**src/include/nv_host_pkg.sv**
```systemverilog
// Purpose: constants and types for the non-volatile SRAM host controller
// Assumes: 50 MHz core_clk, synchronous active-high reset
// Notes: all pin timing is counted in core_clk cycles
// Functional notes
// - Write needs select and write low, nv high; host holds address stable.
// - Host keeps output gate high for the whole write.
// - Host holds address lines stable during a recall.
// - Software store: reads 0000,1555,0AAA,1FFF,10F0,0F0F in order.
// - Host uses read cycles only, write strobe high, for the sequence.
package nv_host_pkg;

  localparam int ADDR_W = 13;
  localparam int DATA_W = 8;

  // Pin phase timing in ns, nv copy and restore times in us, and derived cycle counts
  localparam int CLK_NS = 20;
  localparam int ACCESS_NS = 45;
  localparam int ACCESS_CYC = (ACCESS_NS + CLK_NS - 1) / CLK_NS;
  localparam int NV_COPY_TIME_US = 10000;
  localparam int NV_RESTORE_DURATION_US = 20;
  localparam int NV_COPY_CYC = NV_COPY_TIME_US * 1000 / CLK_NS;
  localparam int NV_RESTORE_CYC = NV_RESTORE_DURATION_US * 1000 / CLK_NS;

  // Software sequence addresses
  localparam logic [12:0] SEQ_A0 = 13'h0000;
  localparam logic [12:0] SEQ_A1 = 13'h1555;
  localparam logic [12:0] SEQ_A2 = 13'h0aaa;
  localparam logic [12:0] SEQ_A3 = 13'h1fff;
  localparam logic [12:0] SEQ_A4 = 13'h10f0;
  localparam logic [12:0] SEQ_STORE = 13'h0f0f;
  localparam logic [12:0] SEQ_RECALL = 13'h0f0e;

  typedef enum logic [2:0] {
    OP_READ, OP_WRITE, OP_HW_STORE, OP_HW_RECALL, OP_SW_STORE, OP_SW_RECALL
  } op_t;

  typedef struct packed {
    op_t op;
    logic [ADDR_W-1:0] addr;
    logic [DATA_W-1:0] wdata;
  } cmd_t;

  typedef struct packed {
    logic chip_select_n;
    logic output_gate_n;
    logic write_strobe_n;
    logic nonvolatile_strobe_n;
  } ctl_pins_t;

endpackage : nv_host_pkg

```
**src/hw/nv_host_ctrl.sv**
```systemverilog
// Purpose: host controller driving a non-volatile SRAM through its pins
// Assumes: one command at a time, data pins modelled as in/out/enable
// Notes: long waits are top-level parameters so simulation can shorten them
`timescale 1ns/1ns
`default_nettype none
module nv_host_ctrl
  import nv_host_pkg::*;
#(
  parameter int COPY_CYC = NV_COPY_CYC,
  parameter int RESTORE_CYC = NV_RESTORE_CYC
) (
  input wire logic core_clk,
  input wire logic sys_rst,
  input wire logic cmd_valid,
  input wire cmd_t cmd,
  output logic cmd_ready,
  output logic rsp_valid,
  output logic [DATA_W-1:0] rsp_data,
  output ctl_pins_t ctl,
  output logic [ADDR_W-1:0] address_lines,
  input wire logic [DATA_W-1:0] data_lines_in,
  output logic [DATA_W-1:0] data_lines_out,
  output logic data_lines_oe_n
);

  // Boot waits out the power-up recall; access runs all but the software commands,
  // release runs every command, wait follows store and recall; the sequence state walks the six software reads
  typedef enum logic [2:0] {
    S_BOOT, S_IDLE, S_ACCESS, S_RELEASE, S_WAIT, S_SEQ
  } state_t;

  // Working registers and their next values
  state_t state, next_state;
  cmd_t cur, next_cur;
  logic [31:0] cnt, next_cnt;
  logic [2:0] step, next_step;
  ctl_pins_t next_ctl;
  logic [ADDR_W-1:0] next_address_lines;
  logic [DATA_W-1:0] next_data_lines_out, next_rsp_data;
  logic next_data_lines_oe_n, next_cmd_ready, next_rsp_valid;

  // All strobes high: device deselected, no nv cycle pending
  localparam ctl_pins_t CTL_IDLE = '{1'b1, 1'b1, 1'b1, 1'b1};

  ////////////////////////////////////////////////////////////////////////
  // Address of sequence step n; sixth picks store or recall
  function automatic logic [ADDR_W-1:0] seq_addr(input logic [2:0] n,
                                                  input op_t op);
    unique case (n)
      3'h0: seq_addr = SEQ_A0;
      3'h1: seq_addr = SEQ_A1;
      3'h2: seq_addr = SEQ_A2;
      3'h3: seq_addr = SEQ_A3;
      3'h4: seq_addr = SEQ_A4;
      default: seq_addr = (op == OP_SW_STORE) ? SEQ_STORE : SEQ_RECALL;
    endcase
  endfunction : seq_addr

  // Pin pattern for one access phase
  function automatic ctl_pins_t phase_ctl(input op_t op);
    ctl_pins_t c;
    c = CTL_IDLE;
    unique case (op)
      OP_READ, OP_SW_STORE, OP_SW_RECALL: begin
        c.chip_select_n = 1'b0;
        c.output_gate_n = 1'b0;
      end
      OP_WRITE: begin
        c.chip_select_n = 1'b0; // gate high
        c.write_strobe_n = 1'b0;
      end
      OP_HW_STORE: begin
        c.chip_select_n = 1'b0;
        c.write_strobe_n = 1'b0;
        c.nonvolatile_strobe_n = 1'b0; // falling edge from idle
      end
      OP_HW_RECALL: begin
        c.chip_select_n = 1'b0;
        c.output_gate_n = 1'b0;
        c.nonvolatile_strobe_n = 1'b0; // fresh edge each time
      end
    endcase
    phase_ctl = c;
  endfunction : phase_ctl

  ////////////////////////////////////////////////////////////////////////
  // Sequencer next state
  always_comb begin
    next_state = state;
    next_cur = cur;
    next_cnt = cnt;
    next_step = step;
    next_ctl = ctl;
    next_address_lines = address_lines;
    next_data_lines_out = data_lines_out;
    next_data_lines_oe_n = data_lines_oe_n;
    next_cmd_ready = 1'b0;
    next_rsp_valid = 1'b0;
    next_rsp_data = rsp_data;
    unique case (state)
      S_BOOT: begin
        // Power-up recall blocks access
        if (cnt >= 32'(RESTORE_CYC)) begin
          next_state = S_IDLE;
          next_cmd_ready = 1'b1;
        end else begin
          next_cnt = cnt + 32'h1;
        end
      end
      S_IDLE: begin
        // Ready only here, so requests are refused while busy
        next_cmd_ready = 1'b1;
        if (cmd_valid && cmd_ready) begin
          next_cmd_ready = 1'b0;
          next_cur = cmd;
          next_cnt = 32'h0;
          next_step = 3'h0;
          if (cmd.op == OP_SW_STORE || cmd.op == OP_SW_RECALL) begin
            next_address_lines = seq_addr(3'h0, cmd.op);
            next_ctl = phase_ctl(cmd.op);
            next_state = S_SEQ;
          end else begin
            next_address_lines = cmd.addr;
            next_ctl = phase_ctl(cmd.op);
            next_data_lines_out = cmd.wdata;
            next_data_lines_oe_n = (cmd.op != OP_WRITE);
            next_state = S_ACCESS;
          end
        end
      end
      S_ACCESS: begin
        // Hold address and strobes for the access time
        if (cnt >= 32'(ACCESS_CYC)) begin
          next_rsp_data = data_lines_in;
          next_ctl = CTL_IDLE;
          next_data_lines_oe_n = 1'b1;
          next_cnt = 32'h0;
          next_state = S_RELEASE;
        end else begin
          next_cnt = cnt + 32'h1;
        end
      end
      S_SEQ: begin
        // One read per step, address held constant
        if (cnt >= 32'(ACCESS_CYC)) begin
          next_cnt = 32'h0;
          if (ctl.chip_select_n) begin
            // Address settled during the gap; select falls on it
            next_step = step + 3'h1;
            next_ctl = phase_ctl(cur.op);
          end else if (step == 3'h5) begin
            next_ctl = CTL_IDLE;
            next_state = S_RELEASE;
          end else begin
            // Skewed address bits land while deselected
            next_ctl = CTL_IDLE; // select high between reads
            next_address_lines = seq_addr(step + 3'h1, cur.op);
          end
        end else begin
          next_cnt = cnt + 32'h1;
        end
      end
      S_RELEASE: begin
        // Strobes already high, so the next trigger is a fresh edge
        next_cnt = 32'h0;
        if (cur.op == OP_READ || cur.op == OP_WRITE) begin
          next_rsp_valid = 1'b1;
          next_cmd_ready = 1'b1;
          next_state = S_IDLE;
        end else begin
          next_state = S_WAIT;
        end
      end
      S_WAIT: begin
        // Address held; wait out store or recall
        // The device ignores every pin here; strobes stay high, data floats, only the address is driven
        if ((cur.op == OP_HW_STORE || cur.op == OP_SW_STORE)
            ? (cnt >= 32'(COPY_CYC)) : (cnt >= 32'(RESTORE_CYC))) begin
          next_rsp_valid = 1'b1;
          next_cmd_ready = 1'b1;
          next_state = S_IDLE;
        end else begin
          next_cnt = cnt + 32'h1;
        end
      end
      default: next_state = S_IDLE;
    endcase
  end

  ////////////////////////////////////////////////////////////////////////
  // Register stage
  always_ff @(posedge core_clk) begin
    if (sys_rst) begin
      state <= S_BOOT;
      cur <= '0;
      cnt <= 32'h0;
      step <= 3'h0;
      ctl <= CTL_IDLE;
      address_lines <= 13'h0000;
      data_lines_out <= 8'h00;
      data_lines_oe_n <= 1'b1;
      cmd_ready <= 1'b0;
      rsp_valid <= 1'b0;
      rsp_data <= 8'h00;
    end else begin
      state <= next_state;
      cur <= next_cur;
      cnt <= next_cnt;
      step <= next_step;
      ctl <= next_ctl;
      address_lines <= next_address_lines;
      data_lines_out <= next_data_lines_out;
      data_lines_oe_n <= next_data_lines_oe_n;
      cmd_ready <= next_cmd_ready;
      rsp_valid <= next_rsp_valid;
      rsp_data <= next_rsp_data;
    end
  end

endmodule : nv_host_ctrl
`default_nettype wire

```
**config.mk**
```make
export PLATFORM = sky130hd
export DESIGN_NAME = nv_host_ctrl
export DESIGN_NICKNAME = d
export VERILOG_FILES = /design/src/include/nv_host_pkg.sv /design/src/hw/nv_host_ctrl.sv
export SDC_FILE = /design/constraint.sdc
export NUM_CORES = 1
export LEC_CHECK = 0
export BUFFER_PORTS_ARGS = -buffer_cell sky130_fd_sc_hd__clkbuf_2
export CAP_MARGIN = 5
export CORE_MARGIN = 2
export CORE_UTILIZATION = 40
export DETAILED_ROUTE_END_ITERATION = 16
export GPL_TIMING_DRIVEN = 1
export PLACE_DENSITY = 0.58
export SYNTH_ARGS = -nofsm -noshare
export SYNTH_HDL_FRONTEND = slang
export SYNTH_SLANG_ARGS = --single-unit
```
**constraint.sdc**
```tcl
create_clock -name core_clk -period 4.8 [get_ports core_clk]
set_input_delay 0.24 -clock core_clk [delete_from_list [all_inputs] [get_ports core_clk]]
set_output_delay 0.24 -clock core_clk [all_outputs]
set_load 0.005 [all_outputs]
```
==> qor_table.md, run 1 <==
| Item | Reported | Unit |
| --- | --- | --- |
| Max Fanout on Critical Path | 26 | - |
| Arrival time of the worst setup path | 3.38 | ns |
| Register clock-pin slew on the reported worst setup and hold paths | 0.09 | ns |
| RSZ-0062 raised after global routing | false | - |
| Std cell rows | 35 | - |
| Worst setup slack after placement | 1.72 | ns |
| Routability congestion estimate from global placement | 0.834 | - |
| Slew Viols, Final | 0 | - |
| Power dissipated by switching net loads | 589 | uW |
| Worst Hold Path Cells | 3 | - |
| Width of the die | 103 | um |
| Share of post-route cells with drive strength above 1 | 22.0 | % |
| TritonCTS Buffers | 9 | - |
| Result of the run | completed | - |
| H-Tree Level Count | 3 | - |
| Clk_skew | 0.0116 | ns |
| Area Growth Syn to Fin | 16.1 | % |
| Final clock period utilization by the worst path | 64.6 | % |
| Clock latency on the worst-skew pair | 0.36 | ns |
| Syn_area_per_cell | 8.90 | sq um |
| Starting density of the core | 41.7 | % |
| Ratio of total power to cell area | 386 | nW/um^2 |
| Most used DFF post-synth | sky130_fd_sc_hd__dfxtp_1 | - |
| Post-synthesis instance total | 437 | - |
| Switching part of the total power | 33.8 | % |
| Time the worst path needs with I/O delays and setup | 3.10 | ns |
| Max_cap viols | 0 | - |
| Tightest hold margin | 0.114 | ns |
| Total core area | 9330 | sq um |
| Reg2reg end | cnt[6] | - |
| Portion of total power attributed to the clock network | 32.6 | % |
| Largest net degree at the start of global routing | 46 | - |
| Floorplan die height | 103 | um |
| Fmax achieved | 0.322 | GHz |
| Drt initial violations | 169 | - |
| Fillers | 899 | - |
| DRT antenna net count | 0 | - |
| Synth cell types | 60 | - |
| Required time at the endpoint of the critical path | 5.08 | ns |
| Post-CTS setup-driven buffer insertion count | 0 | - |
| Sort of element at the end of the critical path | flip-flop | - |
| Ports placed on the boundary | 71 | - |
| Number of enable flip-flop cells after synthesis | 0 | - |
| Setup tns final | 0 | ns |
| Half-perimeter wire length after detailed placement | 6.23 | mm |
| Depth of the most critical reg-to-reg path | 7 | - |
| Flops & latches, synth | 77 | - |
| Post-CTS Hold Fix Bufs | 0 | - |
| DR vias/cell | 5.40 | - |
| Yosys warnings | 0 | - |
| Worst reg2reg path startpoint | state[0] | - |
| Antenna diode count | 0 | - |
| Clock tree from TritonCTS | done | - |
| Residual DRC count | 0 | - |
| Detailed-route via count | 3399 | - |
| Slack of the worst reg-to-reg path | 1.70 | ns |
| Total nets after synthesis | 479 | - |
| LEAKAGE | 0.00172 | uW |
| CP Class | reg2reg | - |
| Total gr overflow | 0 | - |
| Max-Slew Margin vs Limit | 27.9 | % |
| Overall global routing resource usage | 17.6 | % |
| Hold WC Path Type | in2reg | - |
| Maximum number of buffers from clock root to sink | 2 | - |
| CTS root buf | sky130_fd_sc_hd__clkbuf_8 | - |
| Cell-internal power | 1150 | uW |
| Peak VDD IR | 0.000195 | V |
| Final setup viols | 0 | - |
| Hold Fails Final Rpt | 0 | - |
| NumNets Final | 538 | - |
| Proportion of synthesized chip area in sequential cells | 39.6 | % |
| Comb power frac | 25.4 | % |
| Antenna violations before repair | 0 | - |
| Clock sink count | 77 | - |
| Buffers added on ports | 70 | - |
| Die area | 10500 | sq um |
| Setup WS post-layout | 1.70 | ns |
| Min-delay src | data_lines_in[0] | - |
| Global-route wire length before repair | 14.9 | mm |
| Hold endpoint | rsp_data[0] | - |
| Number of global-route vias before repair | 3112 | - |
| Seq pwr share | 42.0 | % |
| Post-Synthesis Cell Area | 3890 | sq um |
| Slew of the pin with the lowest slew margin | 1.08 | ns |
| Startpoint type of the worst setup path | flip-flop | - |
| Async S/R FF share, synth | 0 | % |
| TritonRoute pass-1 iters | 4 | - |
| Final wirelength | 8.92 | mm |
| Wirelength per Cell | 14.2 | um |
| Number of gates resized after cts | 0 | - |
-- cells in the final DEF, fill, tap and decap left out, types with 11 or more instances in the layout --
cell type,count
sky130_fd_sc_hd__o21ai_0,15
sky130_fd_sc_hd__mux2i_1,24
sky130_fd_sc_hd__inv_1,13
sky130_fd_sc_hd__and2_1,15
sky130_fd_sc_hd__nand3_1,11
sky130_fd_sc_hd__dfxtp_1,77
sky130_fd_sc_hd__a21oi_1,30
sky130_fd_sc_hd__clkbuf_2,70
sky130_fd_sc_hd__nand2_1,40
sky130_fd_sc_hd__nor2_1,37
-- flip-flops by register name, summed over array words and instances, names as in the netlist --
register,flops
step,3
address_lines,13
data_lines_out,8
data_lines_oe_n,1
cmd_ready,1
ctl,4
cnt,32
state,3
rsp_valid,1
rsp_data,8
cur,3
-- synthesized netlist by cell type, types with 5 or more instances --
cell | instances | area share (%)
sky130_fd_sc_hd__and2_1 | 15 | 2.4
sky130_fd_sc_hd__a211oi_1 | 8 | 1.5
sky130_fd_sc_hd__or3_1 | 6 | 0.97
sky130_fd_sc_hd__dfxtp_1 | 77 | 40
sky130_fd_sc_hd__a21oi_1 | 30 | 3.9
sky130_fd_sc_hd__buf_2 | 7 | 0.90
sky130_fd_sc_hd__nand2b_1 | 8 | 1.3
sky130_fd_sc_hd__a22oi_1 | 7 | 1.4
sky130_fd_sc_hd__o21ai_0 | 15 | 1.9
sky130_fd_sc_hd__nand4_1 | 6 | 0.97
sky130_fd_sc_hd__or4_1 | 9 | 1.7
sky130_fd_sc_hd__clkbuf_1 | 11 | 1.1
sky130_fd_sc_hd__nor4_2 | 5 | 1.6
sky130_fd_sc_hd__nand3_1 | 11 | 1.4
sky130_fd_sc_hd__a21boi_1 | 10 | 1.9
sky130_fd_sc_hd__nand2_1 | 40 | 3.9
sky130_fd_sc_hd__nor2_1 | 37 | 3.6
sky130_fd_sc_hd__mux2i_1 | 24 | 6.2
sky130_fd_sc_hd__ha_1 | 7 | 2.3
sky130_fd_sc_hd__o31ai_1 | 9 | 1.7
sky130_fd_sc_hd__inv_1 | 13 | 1.3
sky130_fd_sc_hd__a311oi_1 | 7 | 1.6
sky130_fd_sc_hd__nor3_1 | 10 | 1.3
-- logic make-up after synthesis --
logic type	after synthesis	share of synthesized area, %
buffers and inverters	38	4.89
AOI/OAI and AO/OA	111	19.6
DFF	77	39.6
adders and majority gates	7	2.25
and+or+nand+nor	173	25.9
muxes	24	6.18
xor gates and xnor gates	7	1.58
-- per-stage QoR --
| stage | instances | utilization (%) | power [uW] | instance area (sq um) |
|---|---|---|---|---|
| 6_report | 630 | 48.4 | 1740 | 4510 |
| 5_1_grt | 630 | 48.4 | 1850 | 4510 |
| 4_1_cts | 630 | 48.4 | 1760 | 4510 |
| 3_5_place_dp | 614 | 45.9 | 1190 | 4280 |
| 3_3_place_gp | 614 | 45.9 | 1180 | 4280 |
| 2_1_floorplan | 437 | - | 1100 | 3890 |
-- area by class of cell --
cell class | instances | area [sq um] | area share, %
Tap cell | 129 | 161 | 3.58
Inverter | 13 | 48.8 | 1.08
Clock buffer | 10 | 138 | 3.05
Timing Repair Buffer | 73 | 373 | 8.26
Sequential cell | 77 | 1540 | 34.1
Clock inverter | 6 | 93.8 | 2.08
Multi-Input combinational cell | 322 | 2160 | 47.8
-- worst max-delay path by stage --
stage | start | to | slack (ns) | depth (start not counted)
finish | state[0] | cnt[6] | 1.70 | 7
global route | state[0] | cnt[6] | 1.48 | 7
CTS | state[0] | cnt[6] | 1.69 | 7
detailed placement | state[0] | cnt[6] | 1.72 | 7
global placement | state[0] | cnt[6] | 1.83 | 7
floorplan | cnt[21] | cnt[11] | 2.73 | 8
-- power groups by stage --
stage          Clock, uW  Combinational (uW)  Sequential [uW]
6_report             567                 442              733
5_1_grt              609                 496              744
4_1_cts              583                 443              732
3_5_place_dp           0                 442              747
3_3_place_gp           0                 435              745
2_1_floorplan          0                 379              718
-- metal layers --
metal	wire, um	global-route usage, %	part of all wire [%]	vias to the layer above
li1	-	-	-	1721
met1	4350	24.2	49	1563
met2	3880	27.0	44	102
met3	509	3.39	5.7	13
met4	173	7.69	1.9	0
met5	0	0	0	-
-- worst max-delay path: stages, from the launching register on --
cell	delay (ns)
sky130_fd_sc_hd__dfxtp_1	0.60
sky130_fd_sc_hd__nor3b_1	0.47
sky130_fd_sc_hd__a21o_1	0.20
sky130_fd_sc_hd__or4b_1	0.45
sky130_fd_sc_hd__o211ai_2	0.82
sky130_fd_sc_hd__buf_4	0.32
sky130_fd_sc_hd__nand2_1	0.06
sky130_fd_sc_hd__mux2i_1	0.11
(Power assumes the default switching activity.)
==> run 2: changes to the inputs <==
Settings changed: PLACE_DENSITY 0.58 to 0.6.
Clock period 4.8 ns to 2.7 ns, I/O delays scaled along.
==> run 2 against run 1 <==
Net effect: fmax increased by 26%; clock skew decreased by 0.0011 ns; die area unchanged; hold slack got worse by 0.10 ns; global-route usage increased by 0.52 points; cell area increased by 1.7%; setup slack got worse by 1.5 ns; sequential share of layout area decreased by 0.56 points; combinational power increased by 99%; critical path depth decreased by 1; utilization increased by 0.80 points; critical path type unchanged; critical endpoint is now state[2].
==> qor_table.md, run 2 (same netlist as run 1, synthesis figures left out) <==
| Item | Reported | Unit |
| --- | --- | --- |
| Antenna diode count | 0 | - |
| RSZ-0062 raised after global routing | false | - |
| Reg with most FFs | cnt | - |
| Half-perimeter wire length after detailed placement | 6.38 | mm |
| Ports placed on the boundary | 71 | - |
| Number of global-route vias before repair | 3281 | - |
| Share of post-route cells with drive strength above 1 | 23.7 | % |
| Width of the die | 103 | um |
| Multi-input combinational cell area | 2170 | sq um |
| Time the worst path needs with I/O delays and setup | 2.46 | ns |
| Final wirelength | 9.03 | mm |
| Area Growth Syn to Fin | 18.0 | % |
| Std cell rows | 35 | - |
| Largest net degree at the start of global routing | 45 | - |
| Clock latency on the worst-skew pair | 0.35 | ns |
| TritonRoute pass-1 iters | 4 | - |
| Register clock-pin slew on the reported worst setup and hold paths | 0.09 | ns |
| Tightest hold margin | 0.0119 | ns |
| Global-route wire length before repair | 15.3 | mm |
| Total Power Consumption | 3080 | uW |
| Final setup viols | 0 | - |
| Residual DRC count | 0 | - |
| Arrival time of the worst setup path | 2.71 | ns |
| Most frequent cells in the layout | 77 x sky130_fd_sc_hd__dfxtp_1, 70 x sky130_fd_sc_hd__clkbuf_2, 40 x sky130_fd_sc_hd__nand2_1 | - |
| Clock tree from TritonCTS | done | - |
| Die area | 10500 | sq um |
| Startpoint type of the worst setup path | flip-flop | - |
| Starting density of the core | 41.7 | % |
| Maximum number of buffers from clock root to sink | 2 | - |
| Total gr overflow | 0 | - |
| Slew Viols, Final | 0 | - |
| Leading cell type in the layout, fill and taps excluded | sky130_fd_sc_hd__dfxtp_1 | - |
| Overall global routing resource usage | 18.2 | % |
| Setup tns final | 0 | ns |
| Area of all placed cells without fillers | 4590 | sq um |
| Placed cell areas | 4360 | sq um |
| Wirelength per Cell | 14.1 | um |
| Drt initial violations | 140 | - |
| Floorplan die height | 103 | um |
| Slack of the worst reg-to-reg path | 0.24 | ns |
| Storage cell area | 1540 | sq um |
| DR vias/cell | 5.36 | - |
| Ratio of total power to cell area | 672 | nW/um^2 |
| End-of-flow core utilization | 49.2 | % |
| Detailed-route via count | 3433 | - |
| CTS root buf | sky130_fd_sc_hd__clkbuf_8 | - |
| CP Class | reg2reg | - |
| Critical-path cell with the highest stage delay | sky130_fd_sc_hd__or3b_2 | - |
| TritonCTS Buffers | 9 | - |
| LEAKAGE | 0.00177 | uW |
| Largest register FFs | 32 | - |
| List of cells traversed by the critical path | or3b_2, nand2_1, nor4b_1, nor4_1, buf_4, o221a_2 | - |
| Max-Slew Margin vs Limit | 56.8 | % |
| Clk_skew | 0.0105 | ns |
| Max_cap viols | 0 | - |
| Sort of element at the end of the critical path | flip-flop | - |
| Hold Fails Final Rpt | 0 | - |
| DRT antenna net count | 0 | - |
| Fillers | 931 | - |
| Peak VDD IR | 0.000328 | V |
| Hold WC Path Type | in2reg | - |
| Crit-path max cell delay | 0.55 | ns |
| Largest regs | cnt: 32 flops, address_lines: 13 flops | - |
| Result of the run | completed | - |
| Routability congestion estimate from global placement | 0.890 | - |
| Buffers added on ports | 70 | - |
| Clock sink count | 77 | - |
| Fmax achieved | 0.407 | GHz |
| Required time at the endpoint of the critical path | 2.95 | ns |
| Slew of the pin with the lowest slew margin | 0.639 | ns |
| NumNets Final | 548 | - |
| H-Tree Level Count | 3 | - |
| Antenna violations before repair | 0 | - |
| Post-CTS setup-driven buffer insertion count | 0 | - |
| Max Fanout on Critical Path | 12 | - |
| Total core area | 9330 | sq um |
| Final clock period utilization by the worst path | 91.0 | % |
run 2: layer usage:
layer,track usage (%),up-vias,wire [um]
met4,5.33,0,58
li1,-,1737,-
met5,0,-,0
met3,4.88,10,593
met1,24.3,1582,4380
met2,28.9,104,4010
run 2: final cells by class:
type / instances / area share, %
clock buffers: 10 / 3.00
clock inverters: 6 / 1.53
inverters: 13 / 1.06
multi-input cells: 322 / 47.2
flip-flops and latches: 77 / 33.6
well taps: 129 / 3.52
repair buffers: 83 / 10.1
run 2: final timing paths:
kind                                        from           to  cells past startpoint
worst max-delay path                    state[1]     state[2]                      6
worst min-delay path            data_lines_in[6]  rsp_data[6]                      3
worst min register to register           cnt[25]      cnt[25]                      1
worst max register to register          state[1]     state[2]                      6
run 2: worst max-delay path, delay by kind of cell (launching register included):
| kind | cells | cell delay [ns] |
|---|---|---|
| AND/OR/NAND/NOR | 4 | 1.37 |
| buffers and inverters | 1 | 0.18 |
| flip-flops | 1 | 0.54 |
| AO/OA/AOI/OAI | 1 | 0.25 |
run 2: per-stage QoR:
stage	worst slack, ns	cells
finish	0.244	640
global route	0.0202	640
CTS	0.233	640
detailed placement	0.239	623
global placement	0.292	623
floorplan	0.627	437
run 2: where the power goes:
group | leakage [uW] | internal (uW) | switching, uW
clock | 0.000107 | 459 | 454
combinational | 0.00104 | 351 | 526
sequential | 0.000622 | 1200 | 88.8
run 2: what timing repair did:
item,4_1_cts,5_1_grt
setup endpoints to repair,0,7
hold buffers,1,0
endpoints found under the hold margin,1,0
resized for setup,0,2
==> run 3: changes to the inputs <==
Settings changed: CORE_ASPECT_RATIO set to 1.2.
==> run 3 against run 2 <==
Net effect: via count down 0.32%; global-route usage fell by 0.52 points; clock skew decreased by 0.0052 ns; register-to-register slack lost 0.02 ns; fmax fell by 0.87%; routed wire length down 0.84%; first-iteration DRC count is 3.6% higher; clock power is 27% higher; final cell count decreased by 1.6%; utilization fell by 0.42 points; critical path type unchanged.
==> qor_table.md, run 3 (same netlist as run 1, synthesis figures left out) <==
| Item | Reported | Unit |
| --- | --- | --- |
| Leading cell type in the layout, fill and taps excluded | sky130_fd_sc_hd__dfxtp_1 | - |
| Power dissipated by switching net loads | 1030 | uW |
| Total gr overflow | 0 | - |
| Peak VDD IR | 0.000366 | V |
| Clock tree from TritonCTS | done | - |
| Std cell rows | 39 | - |
| Hold Fails Final Rpt | 0 | - |
| Residual DRC count | 0 | - |
| Reg2reg end | state[2] | - |
| TritonRoute pass-1 iters | 4 | - |
| Maximum number of buffers from clock root to sink | 2 | - |
| Final cell count without fillers | 630 | - |
| Worst reg2reg path startpoint | state[1] | - |
| Final wirelength | 8.96 | mm |
| Worst Hold Path Cells | 3 | - |
| Share of post-route cells with drive strength above 1 | 22.5 | % |
| Ratio of total power to cell area | 714 | nW/um^2 |
| Slew Viols, Final | 0 | - |
| Met2 track demand over resource | 29.1 | % |
| Comb power frac | 25.9 | % |
| RSZ-0062 raised after global routing | false | - |
| Max_cap viols | 0 | - |
| Die area | 10500 | sq um |
| Total core area | 9520 | sq um |
| Min-delay src | data_lines_in[4] | - |
| Top Usage Layer GRT | met2 | - |
| Register clock-pin slew on the reported worst setup and hold paths | 0.06 | ns |
| Global-route wire length before repair | 15.1 | mm |
| Tightest hold margin | 0.0434 | ns |
| Routability congestion estimate from global placement | 0.865 | - |
| Antenna violations before repair | 0 | - |
| Starting density of the core | 40.9 | % |
| Global routing usage on met1 | 22.7 | % |
| Multi-input combinational cell area | 2160 | sq um |
| Post-CTS setup-driven buffer insertion count | 0 | - |
| Half-perimeter wire length after detailed placement | 6.45 | mm |
| Area Growth Syn to Fin | 19.3 | % |
| Area of all placed cells without fillers | 4640 | sq um |
| TritonCTS Buffers | 9 | - |
| Number of gates resized after cts | 0 | - |
| Met3 usage | 4.09 | % |
| CP Class | reg2reg | - |
| Depth of the most critical reg-to-reg path | 5 | - |
| Clock latency on the worst-skew pair | 0.33 | ns |
| Storage cell area | 1540 | sq um |
| Startpoint type of the worst setup path | flip-flop | - |
| DR vias/cell | 5.43 | - |
| Ports placed on the boundary | 71 | - |
| Placed cell areas | 4360 | sq um |
| Antenna diode count | 0 | - |
| Overall global routing resource usage | 17.6 | % |
| Slack of the worst reg-to-reg path | 0.22 | ns |
| NumNets Final | 546 | - |
| Detailed-route via count | 3422 | - |
| Slew of the pin with the lowest slew margin | 1.12 | ns |
| Largest register FFs | 32 | - |
| Number of placed instances with taps included | 616 | - |
| Width of the die | 94.0 | um |
| Buffers added on ports | 70 | - |
| Post-CTS Hold Fix Bufs | 0 | - |
| Setup tns final | 0 | ns |
| Hold WC Path Type | in2reg | - |
| Reg with most FFs | cnt | - |
| Number of global-route vias before repair | 3196 | - |
| Max Fanout on Critical Path | 12 | - |
| Max-Slew Margin vs Limit | 25.3 | % |
| Arrival time of the worst setup path | 2.70 | ns |
| Clock sink count | 77 | - |
| Most frequent cells in the layout | 77 x sky130_fd_sc_hd__dfxtp_1, 70 x sky130_fd_sc_hd__clkbuf_2, 40 x sky130_fd_sc_hd__nand2_1 | - |
| CTS root buf | sky130_fd_sc_hd__clkbuf_16 | - |
| Largest net degree at the start of global routing | 45 | - |
| DRT antenna net count | 0 | - |
| Switching part of the total power | 31.2 | % |
| Fillers | 916 | - |
| Final setup viols | 0 | - |
| Floorplan die height | 112 | um |
| Drt initial violations | 145 | - |
| Result of the run | completed | - |
| Total Power Consumption | 3310 | uW |
| H-Tree Level Count | 3 | - |
| Wirelength per Cell | 14.2 | um |
| Seq pwr share | 39.2 | % |
| Time the worst path needs with I/O delays and setup | 2.48 | ns |
| Fmax achieved | 0.404 | GHz |
| Clk_skew | 0.00534 | ns |
| Hold endpoint | rsp_data[4] | - |
| Cell-internal power | 2280 | uW |
| Sort of element at the end of the critical path | flip-flop | - |
| Largest regs | cnt: 32 flops, address_lines: 13 flops | - |
| Final clock period utilization by the worst path | 91.8 | % |
| Required time at the endpoint of the critical path | 2.92 | ns |
| LEAKAGE | 0.00179 | uW |
| Portion of total power attributed to the clock network | 34.9 | % |
run 3: worst max-delay path by stage:
stage              from               end
6_report       state[1]          state[2]
5_1_grt        state[2]  address_lines[3]
4_1_cts        state[1]          state[2]
3_5_place_dp   state[1]          state[2]
3_3_place_gp   state[1]          state[2]
2_1_floorplan   cnt[21]           cnt[11]
run 3: worst max-delay path: stages, from the launching register on:
cell and delay, ns:
sky130_fd_sc_hd__dfxtp_1 0.51, sky130_fd_sc_hd__or3b_2 0.55, sky130_fd_sc_hd__nand2_1 0.15, sky130_fd_sc_hd__nor4b_1 0.59
sky130_fd_sc_hd__nor4_1 0.24, sky130_fd_sc_hd__o221a_2 0.32
run 3: power groups by stage:
stage	registers (uW)	logic (uW)	clock network, uW
2_1_floorplan	1280	674	0
3_3_place_gp	1320	849	0
3_5_place_dp	1320	855	0
4_1_cts	1300	859	1200
5_1_grt	1310	954	1240
6_report	1300	859	1160
run 3: layout make-up:
cell class              instances  area share, %
repair buffers                 81           9.87
clock inverters                 2          0.755
flip-flops and latches         77           33.2
multi-input cells             322           46.5
inverters                      13           1.05
clock buffers                  12           5.31
well taps                     123           3.32
run 3: metal layers:
layer	routed length [um]	vias to the layer above	share of wire (%)
met4	73	0	0.82
li1	-	1732	-
met5	0	-	0
met1	4070	1627	45
met3	208	6	2.3
met2	4600	57	51
run 3: per-stage QoR:
stage / setup slack [ns] / utilization (%)
2_1_floorplan: 0.627 / -
3_3_place_gp: 0.258 / 45.8
3_5_place_dp: 0.231 / 45.8
4_1_cts: 0.230 / 48.8
5_1_grt: 0.0520 / 48.8
6_report: 0.222 / 48.8
